==> config.mk <==
export PLATFORM = sky130hd
export DESIGN_NAME = up_mode_timer_compare
export DESIGN_NICKNAME = d
export VERILOG_FILES = /design/src/tmr_pkg.sv /design/src/up_mode_timer_compare.sv /design/src/tmr_channel.sv
export VERILOG_INCLUDE_DIRS = /design/src
export SDC_FILE = /design/constraint.sdc
export NUM_CORES = 1
export LEC_CHECK = 0
export ABC_AREA = 1
export BUFFER_PORTS_ARGS = -buffer_cell sky130_fd_sc_hd__buf_2
export CAP_MARGIN = 5
export CORE_ASPECT_RATIO = 1.4
export CORE_MARGIN = 2
export CORE_UTILIZATION = 35
export DETAILED_ROUTE_END_ITERATION = 6
export GPL_ROUTABILITY_DRIVEN = 0
export GPL_TIMING_DRIVEN = 0
export PLACE_DENSITY = 0.61
export SLEW_MARGIN = 20
export SYNTH_ARGS = -nofsm -noshare
export SYNTH_HDL_FRONTEND = slang
export SYNTH_HIERARCHICAL = 1
export SYNTH_SLANG_ARGS = --single-unit
==> constraint.sdc <==
create_clock -name CLK -period 3 [get_ports CLK]
set_input_delay 0.15 -clock CLK [delete_from_list [all_inputs] [get_ports CLK]]
set_output_delay 0.15 -clock CLK [all_outputs]
set_load 0.01 [all_outputs]
==> src/tmr_defs.svh <==
// Register offsets, field positions, reset values and widths of the timer
`ifndef TMR_DEFS_SVH
`define TMR_DEFS_SVH

`define TMR_AW          8
`define TMR_DW          32
`define TMR_CW          16
`define TMR_DIVW        3

`define TMR_OFS_CTRL    8'h00
`define TMR_OFS_STAT    8'h04
`define TMR_OFS_ICLR    8'h08
`define TMR_OFS_IEN     8'h0C
`define TMR_OFS_IVEC    8'h10
`define TMR_OFS_COUNT   8'h14
`define TMR_OFS_CH_BASE 8'h20

`define TMR_CTRL_RST    6'h00
`define TMR_CTRL_CLR    2
`define TMR_CH_RST      17'h0_0000
`define TMR_WORD_RST    32'h0000_0000
`define TMR_STRB_FULL   4'hF
`define TMR_IV_STEP     2

`endif

==> src/tmr_pkg.sv <==
// Types shared by the timer top and its compare channels
`include "tmr_defs.svh"

package tmr_pkg;

	typedef enum logic [1:0] {MODE_STOP, MODE_UP, MODE_CONT, MODE_RSVD} mode_e;

	// Control word, low six bits of the control register
	typedef struct packed {
		logic [1:0] divider;
		logic       src_aux;
		logic       clear;
		mode_e      mode;
	} ctrl_s;

	// Channel word: compare enable above the compare value
	typedef struct packed {
		logic                   cmp_en;
		logic [`TMR_CW-1:0]     value;
	} chan_s;

	typedef struct packed {
		logic                   sel;
		logic                   enable;
		logic                   write;
		logic [`TMR_AW-1:0]     addr;
		logic [`TMR_DW-1:0]     wdata;
		logic [3:0]             strb;
	} apb_req_s;

	function automatic logic [31:0] strb_merge(input logic [31:0] old_w,
		input logic [31:0] new_w, input logic [3:0] strb);
		logic [31:0] res;
		res = old_w;
		for (int b = 0; b < 4; b++)
		begin
			if (strb[b])
			begin
				res[b*8 +: 8] = new_w[b*8 +: 8];
			end
		end
		return res;
	endfunction : strb_merge

endpackage : tmr_pkg

==> src/up_mode_timer_compare.sv <==
// Up mode timer with compare channels, interrupt vector and APB slave
//
// Register access over APB and the address map were chosen for this implementation.
`timescale 1ns/100ps
`include "tmr_defs.svh"

// Functional notes
// RULE_01: In up mode the overflow flag is set only when the count passes from period to zero.
// RULE_02: Writing the count clear bit forces the count to zero, running or not.
// RULE_03: A restart after stop at period and clear gives no overflow on the first timer edge.
// RULE_04: The counter runs from the external timer clock pin or the auxiliary clock.
// RULE_05: A channel in compare mode flags when the count becomes equal to its compare value.
// RULE_06: A compare value raised by one before the next increment still flags on reaching it.
// RULE_07: A power-up clear returns control and interrupt vector to reset regardless of activity.
// RULE_08: A full-word write of the control register also clears the interrupt vector.
// RULE_09: Software initialises the control register after reset with one full-word write.
// RULE_10: Every increment, the first after a clear too, follows the input divider.
module up_mode_timer_compare #(
	parameter int NCH = 3
) (
	// Clock and reset
	input  wire logic                 CLK,
	input  wire logic                 RST_N,
	// Power-up clear from the watchdog unit
	input  wire logic                 POWER_UP_CLEAR,
	// APB slave
	input  wire logic                 PSEL,
	input  wire logic                 PENABLE,
	input  wire logic                 PWRITE,
	input  wire logic [`TMR_AW-1:0]   PADDR,
	input  wire logic [`TMR_DW-1:0]   PWDATA,
	input  wire logic [3:0]           PSTRB,
	output logic [`TMR_DW-1:0]        PRDATA,
	output logic                      PREADY,
	output logic                      PSLVERR,
	// Timer clock sources
	input  wire logic                 EXTERNAL_TIMER_CLOCK,
	input  wire logic                 AUX_CLOCK,
	// Interrupt
	output logic                      IRQ
);

	localparam int NS = NCH + 1;

	tmr_pkg::apb_req_s       req;
	tmr_pkg::ctrl_s          ctrl_r;
	tmr_pkg::ctrl_s          ctrl_nxt;
	logic [NS-1:0]           status_r;
	logic [NS-1:0]           status_nxt;
	logic [NS-1:0]           ien_r;
	logic [NS-1:0]           ien_nxt;
	logic [`TMR_CW-1:0]      count_r;
	logic [`TMR_CW-1:0]      count_nxt;
	logic [`TMR_DIVW-1:0]    div_cnt_r;
	logic [`TMR_DIVW-1:0]    div_cnt_nxt;
	logic [`TMR_DIVW-1:0]    div_max;
	logic                    src_prev_r;
	logic                    src_prev_nxt;
	logic [`TMR_DW-1:0]      prdata_r;
	logic [`TMR_DW-1:0]      prdata_nxt;
	tmr_pkg::chan_s          chan   [NCH];
	logic [NCH-1:0]          hit;
	logic [NCH-1:0]          ch_wr;
	logic                    src_lvl;
	logic                    tick;
	logic                    running;
	logic                    inc;
	logic                    ovf;
	logic                    wrap;
	logic                    wr_acc;
	logic                    rd_acc;
	logic                    setup;
	logic                    sel_ctrl;
	logic                    sel_stat;
	logic                    sel_iclr;
	logic                    sel_ien;
	logic                    sel_ivec;
	logic                    sel_count;
	logic                    sel_ch;
	logic                    mapped;
	logic [`TMR_AW-1:0]      ch_ofs;
	logic [`TMR_AW-3:0]      ch_idx;
	logic                    clr_wr;
	logic                    full_ctrl_wr;
	logic [31:0]             ctrl_merged;
	logic [31:0]             ien_merged;
	logic [NS-1:0]           pend;
	logic [NS-1:0]           iv_clr;
	logic [7:0]              iv_code;
	logic [`TMR_CW-1:0]      period;

	assign req = '{sel: PSEL, enable: PENABLE, write: PWRITE, addr: PADDR,
		wdata: PWDATA, strb: PSTRB};

	// Address decode
	always_comb
	begin
		sel_ctrl  = 1'b0;
		sel_stat  = 1'b0;
		sel_iclr  = 1'b0;
		sel_ien   = 1'b0;
		sel_ivec  = 1'b0;
		sel_count = 1'b0;
		sel_ch    = 1'b0;
		ch_ofs    = req.addr - `TMR_OFS_CH_BASE;
		ch_idx    = ch_ofs[`TMR_AW-1:2];
		if (req.addr == `TMR_OFS_CTRL)
		begin
			sel_ctrl = 1'b1;
		end
		else if (req.addr == `TMR_OFS_STAT)
		begin
			sel_stat = 1'b1;
		end
		else if (req.addr == `TMR_OFS_ICLR)
		begin
			sel_iclr = 1'b1;
		end
		else if (req.addr == `TMR_OFS_IEN)
		begin
			sel_ien = 1'b1;
		end
		else if (req.addr == `TMR_OFS_IVEC)
		begin
			sel_ivec = 1'b1;
		end
		else if (req.addr == `TMR_OFS_COUNT)
		begin
			sel_count = 1'b1;
		end
		else if ((req.addr >= `TMR_OFS_CH_BASE) && (ch_ofs[1:0] == 2'h0)
			&& (32'(ch_idx) < NCH))
		begin
			sel_ch = 1'b1;
		end
	end

	assign mapped  = sel_ctrl | sel_stat | sel_iclr | sel_ien | sel_ivec
		| sel_count | sel_ch;
	assign setup   = req.sel & ~req.enable;
	assign wr_acc  = req.sel & req.enable & req.write & mapped & ~POWER_UP_CLEAR;
	assign rd_acc  = req.sel & req.enable & ~req.write & mapped;
	// Zero-wait access phase; read data was latched during setup
	assign PREADY  = 1'b1;
	assign PSLVERR = req.sel & req.enable & ~mapped;
	assign PRDATA  = prdata_r;

	// RULE_02: clear bit acts on write, not stored
	assign clr_wr       = wr_acc & sel_ctrl & req.strb[0] & req.wdata[`TMR_CTRL_CLR];
	// RULE_08: full-word control write
	assign full_ctrl_wr = wr_acc & sel_ctrl & (req.strb == `TMR_STRB_FULL);
	assign ctrl_merged  = tmr_pkg::strb_merge(32'(ctrl_r), req.wdata, req.strb);
	assign ien_merged   = tmr_pkg::strb_merge(32'(ien_r), req.wdata, req.strb);

	// RULE_07: power-up clear wins over any write
	always_comb
	begin
		ctrl_nxt = ctrl_r;
		ien_nxt  = ien_r;
		if (POWER_UP_CLEAR)
		begin
			ctrl_nxt = `TMR_CTRL_RST;
			ien_nxt  = '0;
		end
		else if (wr_acc)
		begin
			if (sel_ctrl)
			begin
				ctrl_nxt       = tmr_pkg::ctrl_s'(ctrl_merged[$bits(tmr_pkg::ctrl_s)-1:0]);
				ctrl_nxt.clear = 1'b0;
			end
			else if (sel_ien)
			begin
				ien_nxt = ien_merged[NS-1:0];
			end
		end
	end

	// RULE_04: pin or auxiliary clock, sampled on CLK
	assign src_lvl      = ctrl_r.src_aux ? AUX_CLOCK : EXTERNAL_TIMER_CLOCK;
	assign src_prev_nxt = src_lvl;
	assign tick         = src_lvl & ~src_prev_r;
	assign running      = (ctrl_r.mode != tmr_pkg::MODE_STOP);
	assign div_max      = `TMR_DIVW'((4'h1 << ctrl_r.divider) - 4'h1);
	// RULE_10: every increment waits the full divide
	assign inc          = tick & running & (div_cnt_r == div_max) & ~clr_wr
		& ~POWER_UP_CLEAR;
	assign period       = chan[0].value;
	assign wrap         = (ctrl_r.mode == tmr_pkg::MODE_UP) ? (count_r >= period)
		: (count_r == '1);
	// RULE_01: only the pass from period (or top) to zero
	// RULE_03: a clear to zero cannot look like a wrap
	assign ovf          = inc & ((ctrl_r.mode == tmr_pkg::MODE_UP) ?
		(count_r == period) : (count_r == '1));

	always_comb
	begin
		div_cnt_nxt = div_cnt_r;
		count_nxt   = count_r;
		// RULE_02: clear forces zero even when running
		if (POWER_UP_CLEAR || clr_wr)
		begin
			div_cnt_nxt = '0;
			count_nxt   = '0;
		end
		else if (tick && running)
		begin
			div_cnt_nxt = (div_cnt_r == div_max) ? '0 : div_cnt_r + 1'b1;
			if (inc)
			begin
				count_nxt = wrap ? '0 : count_r + 1'b1;
			end
		end
	end

	genvar gi;
	generate
		for (gi = 0; gi < NCH; gi++)
		begin : g_ch
			assign ch_wr[gi] = wr_acc & sel_ch & (32'(ch_idx) == gi);
			tmr_channel u_ch (
				.clk       (CLK),
				.rst_n     (RST_N),
				.power_up_clear       (POWER_UP_CLEAR),
				.wr_en     (ch_wr[gi]),
				.wr_data   (req.wdata),
				.wr_strb   (req.strb),
				.inc       (inc),
				.count_nxt (count_nxt),
				.chan      (chan[gi]),
				.hit       (hit[gi])
			);
		end
	endgenerate

	// Vector: lowest pending enabled bit, channels before overflow
	assign pend = status_r & ien_r;
	always_comb
	begin
		iv_code = 8'h00;
		iv_clr  = '0;
		for (int i = NS - 1; i >= 0; i--)
		begin
			if (pend[i])
			begin
				iv_code = 8'((i + 1) * `TMR_IV_STEP);
				iv_clr  = NS'(1) << i;
			end
		end
	end

	// Hardware set wins over any software clear
	always_comb
	begin
		logic [NS-1:0] clr;
		clr = '0;
		if (wr_acc && sel_iclr)
		begin
			clr = req.wdata[NS-1:0];
		end
		if (rd_acc && sel_ivec)
		begin
			clr = clr | iv_clr;
		end
		if (full_ctrl_wr)
		begin
			clr = '1;
		end
		if (POWER_UP_CLEAR)
		begin
			status_nxt = '0;
		end
		else
		begin
			status_nxt = (status_r & ~clr) | {ovf, hit};
		end
	end

	assign IRQ = |pend;

	// Read data captured in the setup cycle
	always_comb
	begin
		prdata_nxt = prdata_r;
		if (setup)
		begin
			prdata_nxt = `TMR_WORD_RST;
			if (sel_ctrl)
			begin
				prdata_nxt = 32'(ctrl_r);
			end
			else if (sel_stat)
			begin
				prdata_nxt = 32'(status_r);
			end
			else if (sel_ien)
			begin
				prdata_nxt = 32'(ien_r);
			end
			else if (sel_ivec)
			begin
				prdata_nxt = 32'(iv_code);
			end
			else if (sel_count)
			begin
				prdata_nxt = 32'(count_r);
			end
			else if (sel_ch)
			begin
				prdata_nxt = 32'(chan[ch_idx[$clog2(NCH+1)-1:0]]);
			end
		end
	end

	always_ff @(posedge CLK or negedge RST_N)
	begin
		if (!RST_N)
		begin
			ctrl_r     <= `TMR_CTRL_RST;
			ien_r      <= '0;
			status_r   <= '0;
			count_r    <= '0;
			div_cnt_r  <= '0;
			src_prev_r <= 1'b0;
			prdata_r   <= `TMR_WORD_RST;
		end
		else
		begin
			ctrl_r     <= ctrl_nxt;
			ien_r      <= ien_nxt;
			status_r   <= status_nxt;
			count_r    <= count_nxt;
			div_cnt_r  <= div_cnt_nxt;
			src_prev_r <= src_prev_nxt;
			prdata_r   <= prdata_nxt;
		end
	end

endmodule : up_mode_timer_compare

==> src/tmr_channel.sv <==
// One compare channel: its register and its equality detector
`timescale 1ns/100ps
`include "tmr_defs.svh"

module tmr_channel (
	// Clock and resets
	input  wire logic                 clk,
	input  wire logic                 rst_n,
	input  wire logic                 power_up_clear,
	// Register write
	input  wire logic                 wr_en,
	input  wire logic [`TMR_DW-1:0]   wr_data,
	input  wire logic [3:0]           wr_strb,
	// Counter view
	input  wire logic                 inc,
	input  wire logic [`TMR_CW-1:0]   count_nxt,
	// Results
	output tmr_pkg::chan_s            chan,
	output logic                      hit
);

	tmr_pkg::chan_s chan_r;
	tmr_pkg::chan_s chan_nxt;
	logic [31:0]    merged;

	always_comb
	begin
		merged   = tmr_pkg::strb_merge(32'(chan_r), wr_data, wr_strb);
		chan_nxt = chan_r;
		if (power_up_clear)
		begin
			chan_nxt = `TMR_CH_RST;
		end
		else if (wr_en)
		begin
			chan_nxt = tmr_pkg::chan_s'(merged[$bits(tmr_pkg::chan_s)-1:0]);
		end
	end

	always_ff @(posedge clk or negedge rst_n)
	begin
		if (!rst_n)
		begin
			chan_r <= `TMR_CH_RST;
		end
		else
		begin
			chan_r <= chan_nxt;
		end
	end

	// RULE_05: compare on count becoming equal
	// RULE_06: live register, so a raised value still hits
	assign hit  = inc && chan_r.cmp_en && (count_nxt == chan_r.value);
	assign chan = chan_r;

endmodule : tmr_channel

==> summary.txt, run 1 <==
status: finished, final reports clean
CP Launch Type: register
Avg Vias per Cell: 5.12
vias in the first global route: 6,821
Clk Latency, worst-skew pair: 0.36 ns
sw frac: 29.1%
Port Buf Inserts: 55
Worst setup startpoint: g_ch[0].u_ch/chan[10]$_DFFE_PN0P_
drc violations: 0
worst r2r src: g_ch[0].u_ch/chan[10]$_DFFE_PN0P_
Internal: 2.20 mW
switching power total: 904 uW
Chip Width: 126 um
Max Clk Rate: 342 MHz
drt first pass iters: 5
Synthesis Warnings: 6
crit path max fanout: 6
Placed Area: 7980 um^2
Syn Area/Cell: 7.10 um^2
Setup CP Type: register to register
fin nets: 1,211
# IOs: 87
wire length per cell: 17.1 um
via count: 7,172
1st-iter DRT viols: 639
hold crit path type: primary input to register
Slew HR: 47.6%
crit end category: register
fin util: 43.4%
DRT Wirelength: 24,000 um
PD cells: 349 nW/um^2
Routed Antenna Nets: 0
power share of the combinational group: 14.6%
Yosys cell types: 50
initial core utilization: 35.6%
Clock Skews: 0.00806 ns
H-tree levels: 3
Setup-failing EPs final: 0
Main synth FF type: dfrtp_1
Core Region: 20,500 um^2
Yosys top cell by area: dfrtp_1
DIE HEIGHT: 175 um
clock buffer depth: 2
Site Rows: 62
hold path depth: 3
Seq. cell area: 2540 um^2
Filler cells: 2,147
Synth Instances: 1,028
crit path time final: 2.93 ns
reg2reg path depth: 19
Post-synth EDFFs: 0
ANT cells: 0
Area Growth Syn to Fin: 21.7%
final total power: 3.10 mW
global-route wire length before repair: 36,900 um
Clk pwr share: 39.3%
Synth Cell Area: 7300 um^2
CTS tree: yes
Synth area leaders: dfrtp_1 35%, nand2_1 15%, inv_1 7.5%
FFs w/ async S/R, synth: 100%
top cell type's share of synthesized area: 34.6%
die area: 22,000 um^2
largest net degree at the start of global routing: 70
Least-Margin Pin Slew: 0.778 ns
critical path data required time: 3.28 ns
hpwl dp: 18,600 um
GRT Overall Usage: 21.4%
number of antenna violations at the first check in global routing: 0
fraction of layout cells with a size suffix above 1: 26.6%
gr ovfl total: 0
Synth Register Bits: 101
hold slack: 0.0554 ns
register area share after synthesis: 34.6%
Worst-path clk slew: 0.08 ns
root cell of the clock tree: clkbuf_16
HP Start: PWDATA[15]
maximum VDD drop: 269 uV
TritonCTS Buffers: 9
# clock sinks: 101
RSZ-0062 raised after global routing: true
Tcrit/Tclk final: 97.5%
P_leak: 4.19 nW
max-cap violations: 0
Arr. time, crit path: 3.21 ns
final hold violation count: 0
part of the power in registers: 46.2%
final instance area: 8880 um^2
Final Max Slew Viols: 0
multi-input combinational cell area: 4240 um^2
-- power groups by stage --
stage | Sequential (mW) | Combinational (mW) | Clock, mW
2_1_floorplan | 1.45 | 0.249 | 0
3_5_place_dp | 1.46 | 0.420 | 0
5_1_grt | 1.44 | 0.497 | 1.28
3_3_place_gp | 1.46 | 0.410 | 0
4_1_cts | 1.43 | 0.433 | 1.24
6_report | 1.43 | 0.452 | 1.22
-- metal layers --
| layer | global-route usage, % | up-vias | part of all wire, % |
|---|---|---|---|
| met4 | 11.0 | 0 | 5.2 |
| met3 | 2.24 | 67 | 4.2 |
| met5 | 0 | - | 0 |
| li1 | - | 3514 | - |
| met2 | 37.5 | 245 | 50 |
| met1 | 25.7 | 3346 | 40 |
-- state kept, by name, indices dropped and copies added (netlist names) --
register and flops:
PRDATA 17, count_r 16, ctrl_r 5, div_cnt_r 3, g_ch.u_ch/chan 51, ien_r 4, src_prev_r 1, status_r 4
-- cell usage after synthesis (2+ instances only) --
library cell,n
o22ai_1,15
nand3_2,12
a31oi_1,3
conb_1,2
nand4_4,2
o2111ai_1,3
inv_2,12
nand3_1,84
o21ai_0,49
clkbuf_1,5
dfrtp_1,101
nand2_2,19
nor3_2,2
nor2_1,70
ha_1,19
buf_2,6
inv_1,146
a211oi_2,2
a21oi_1,40
buf_4,19
buf_6,4
o21ai_1,18
nor2_8,2
nand4_1,16
nand2_4,8
nor2_4,7
o21ai_2,12
nand3b_1,5
nor3_1,10
xor2_1,12
a22oi_1,2
o211ai_1,9
buf_8,3
nand3_4,2
xnor2_1,7
nand2_1,286
-- final cells by class --
| type | instances | share of cell area [%] |
|---|---|---|
| timing repair buffer | 87 | 6.21 |
| sequential | 101 | 28.6 |
| multi-input combinational | 743 | 47.8 |
| clock buffer | 9 | 2.53 |
| inverter | 159 | 6.77 |
| tap | 256 | 3.61 |
| clock inverter | 7 | 0.831 |
| buffer | 39 | 3.66 |
-- worst paths after layout --
check | to | slack (ns)
max in group asynchronous | count_r[13]$_DFF_PN0_ | 2.05
worst max register to register | status_r[2]$_DFF_PN0_ | 0.07
min in group asynchronous | g_ch[1].u_ch/chan[14]$_DFFE_PN0P_ | 0.24
worst min register to register | PRDATA[10]$_DFFE_PN0P_ | 0.48
worst min-delay path | g_ch[2].u_ch/chan[15]$_DFFE_PN0P_ | 0.06
worst max-delay path | status_r[2]$_DFF_PN0_ | 0.07
-- logic make-up (layout without fill, tap and decap cells) --
family          count (synthesis)  after routing  share of synthesized area [%]
xor+xnor                       19             19                           2.28
simple gates                  530            530                           34.5
fa+ha+maj                      19             19                           3.26
compound gates                159            159                           12.8
flops                         101            101                           34.6
buf+inv                       198            301                           12.4
other cells                     2             16                          0.103
-- cells in the final DEF (no fill, tap or decap), drive strengths merged, types with 3 or more instances in the layout --
cell type,instances
nand3,98
dfrtp,101
clkbuf,14
nor2,80
o211ai,9
o2111ai,3
nand4,18
nor3,12
xnor2,7
a31oi,3
o22ai,15
conb,16
ha,19
buf,120
a21oi,41
inv,161
nand2,313
o21ai,79
nand3b,5
xor2,12
clkinv,3
-- timing repair --
action | 4_1_cts | 5_1_grt
pin swaps | 1 | 47
gates resized for setup | 39 | 77
setup endpoints to repair | 4 | 3
setup buffers | 3 | 27
endpoints found under the hold margin | 32 | 0
hold buffers | 1 | 0
-- per-stage QoR --
| stage | setup slack, ns | setup TNS (ns) | instances |
|---|---|---|---|
| 6_report | 0.0744 | 0 | 1401 |
| 2_1_floorplan | 0.290 | 0 | 1042 |
| 3_5_place_dp | -0.830 | -2.42 | 1354 |
| 5_1_grt | -0.0943 | -0.198 | 1401 |
| 4_1_cts | 0.000186 | 0 | 1374 |
| 3_3_place_gp | -0.833 | -2.38 | 1353 |
-- worst max-delay path, stage by stage, from the launching register on --
cell     delay [ns]
dfrtp_1        0.45
inv_2          0.10
ha_4           0.27
nand4_1        0.11
nor3_2         0.20
nand2_1        0.10
nand2_2        0.10
nand2_4        0.08
buf_8          0.16
buf_4          0.12
nand3_1        0.07
nand2_1        0.05
nand2_1        0.07
nor2_2         0.08
xor2_1         0.17
nor2_1         0.25
nand3_2        0.13
nor2_4         0.18
inv_2          0.04
a21oi_1        0.11
No activity file was read; power rests on OpenSTA's default activity.
==> inputs of run 2 (changes only) <==
Settings changed: RECOVER_POWER set to 25.
==> summary.txt, run 2 (same netlist as run 1, synthesis figures left out) <==
status: complete, but fails checks
failing checks: capacitance limit, slew limit
power share of the combinational group: 14.5%
Clk Latency, worst-skew pair: 0.36 ns
commonest non-fill, non-tap cell in the layout: nand2_1
# clock sinks: 101
1st-iter DRT viols: 639
clock buffer depth: 2
HP Start: PWDATA[15]
crit path time final: 2.92 ns
gr ovfl total: 0
Site Rows: 62
Worst setup startpoint: g_ch[0].u_ch/chan[10]$_DFFE_PN0P_
largest net degree at the start of global routing: 70
slowest CP cell: dfrtp_1
Routed Antenna Nets: 0
wire length per cell: 17.1 um
drc violations: 0
critical path data required time: 3.28 ns
DIE HEIGHT: 175 um
Clock Skews: 0.00782 ns
final instance area: 8880 um^2
crit path max fanout: 6
sw frac: 29.2%
PD cells: 350 nW/um^2
number of flip-flops in the largest register: 51
Setup-failing EPs final: 0
Port Buf Inserts: 55
Final Max Slew Viols: 33
Area Growth Syn to Fin: 21.6%
vias in the first global route: 6,821
Setup CP Type: register to register
Placed Area: 7980 um^2
H-tree levels: 3
DRT Wirelength: 24,000 um
Least-Margin Pin Slew: 1.96 ns
drt first pass iters: 5
part of the power in registers: 46.2%
die area: 22,000 um^2
most frequent cells in the layout: 272 x nand2_1, 127 x inv_1, 89 x dfrtp_1
number of antenna violations at the first check in global routing: 0
worst r2r src: g_ch[0].u_ch/chan[10]$_DFFE_PN0P_
Filler cells: 2,147
initial core utilization: 35.6%
switching power total: 905 uW
hold crit path type: primary input to register
Chip Width: 126 um
fin util: 43.3%
cell mode on critical path: nand2_1
Core Region: 20,500 um^2
Internal: 2.20 mW
Worst-path clk slew: 0.08 ns
ANT cells: 0
fraction of layout cells with a size suffix above 1: 26.6%
max-cap violations: 1
crit end category: register
# IOs: 87
final hold violation count: 0
fin nets: 1,211
Crit path largest cell delay: 0.44 ns
Tcrit/Tclk final: 97.4%
P_leak: 4.18 nW
via count: 7,148
root cell of the clock tree: clkbuf_16
RSZ-0062 raised after global routing: true
GRT Overall Usage: 21.4%
Avg Vias per Cell: 5.10
TritonCTS Buffers: 9
Arr. time, crit path: 3.20 ns
maximum VDD drop: 269 uV
Clk pwr share: 39.3%
CTS tree: yes
Max Clk Rate: 342 MHz
Critical Path, Cell by Cell: inv_2 -> ha_4 -> nand4_1 -> nor3_2 -> nand2_1 -> nand2_2 -> nand2_4 -> buf_8 -> buf_4 -> nand3_1 -> nand2_1 -> nand2_1 -> nor2_2 -> xor2_1 -> nor2_1 -> nand3_2 -> nor2_4 -> inv_2 -> a21oi_1
hpwl dp: 18,600 um
CP Launch Type: register
global-route wire length before repair: 36,900 um
Slew HR: -30.9%
==> run 2: worst max-delay path: cells and delay by family (launching register included) <==
family	cells	cell delay, ns
flip-flops	1	0.44
AO/OA/AOI/OAI	1	0.11
AND/OR/NAND/NOR	12	1.42
XOR/XNOR	1	0.17
adder cells (fa/ha/maj)	1	0.27
buffers and inverters	4	0.42
==> run 2: timing repair <==
action / in CTS / in global routing
hold buffers: 1 / 0
endpoints found under the hold margin: 32 / 0
endpoints found under the setup margin: 4 / 3
buffers inserted: 3 / 27
pin swaps: 1 / 47
gates resized for setup: 39 / 77
==> run 2: metal layers <==
metal,vias to the layer above,share of wire [%],track usage [%]
met5,-,0,0
li1,3515,-,-
met1,3346,40,25.7
met3,60,3.8,2.24
met2,227,51,37.5
met4,0,4.8,11.0
==> run 2: path summary, 6_finish.rpt <==
| kind | slack [ns] | cells after the start | endpoint |
|---|---|---|---|
| min in group asynchronous | 0.88 | 2 | g_ch[1].u_ch/chan[14]$_DFFE_PN0P_ |
| setup reg to reg | 0.08 | 19 | status_r[2]$_DFF_PN0_ |
| hold / removal | 0.06 | 3 | g_ch[2].u_ch/chan[15]$_DFFE_PN0P_ |
| setup / recovery | 0.08 | 19 | status_r[2]$_DFF_PN0_ |
| max in group asynchronous | 0.84 | 2 | g_ch[0].u_ch/chan[2]$_DFFE_PN0P_ |
| hold reg to reg | 0.48 | 2 | PRDATA[10]$_DFFE_PN0P_ |
==> run 2: metrics by stage <==
step / cells / power [mW] / hold slack, ns / worst slack [ns] / setup TNS (ns)
floorplan: 1042 / 1.70 / -0.146 / 0.290 / 0
global placement: 1353 / 1.87 / 0.415 / -0.833 / -2.38
detailed placement: 1354 / 1.88 / 0.0635 / -0.830 / -2.42
CTS: 1374 / 3.10 / 0.0492 / 0.000186 / 0
global route: 1401 / 3.22 / 0.0624 / -0.0943 / -0.198
finish: 1401 / 3.10 / 0.0555 / 0.0773 / 0
==> run 2: power by group through the flow <==
stage	Clock (mW)	Combinational, mW	Sequential (mW)
6_report	1.22	0.451	1.43
5_1_grt	1.28	0.497	1.44
4_1_cts	1.24	0.433	1.43
3_5_place_dp	0	0.420	1.46
3_3_place_gp	0	0.410	1.46
2_1_floorplan	0	0.249	1.45
==> run 2: cell type report <==
cell class / instances / area [um^2] / share of cell area [%]
Tap cell: 256 / 320 / 3.61
Multi-Input combinational cell: 743 / 4240 / 47.8
Inverter: 159 / 602 / 6.78
Timing Repair Buffer: 87 / 544 / 6.13
Buffer: 39 / 325 / 3.66
Sequential cell: 101 / 2540 / 28.6
Clock inverter: 7 / 73.8 / 0.832
Clock buffer: 9 / 225 / 2.54
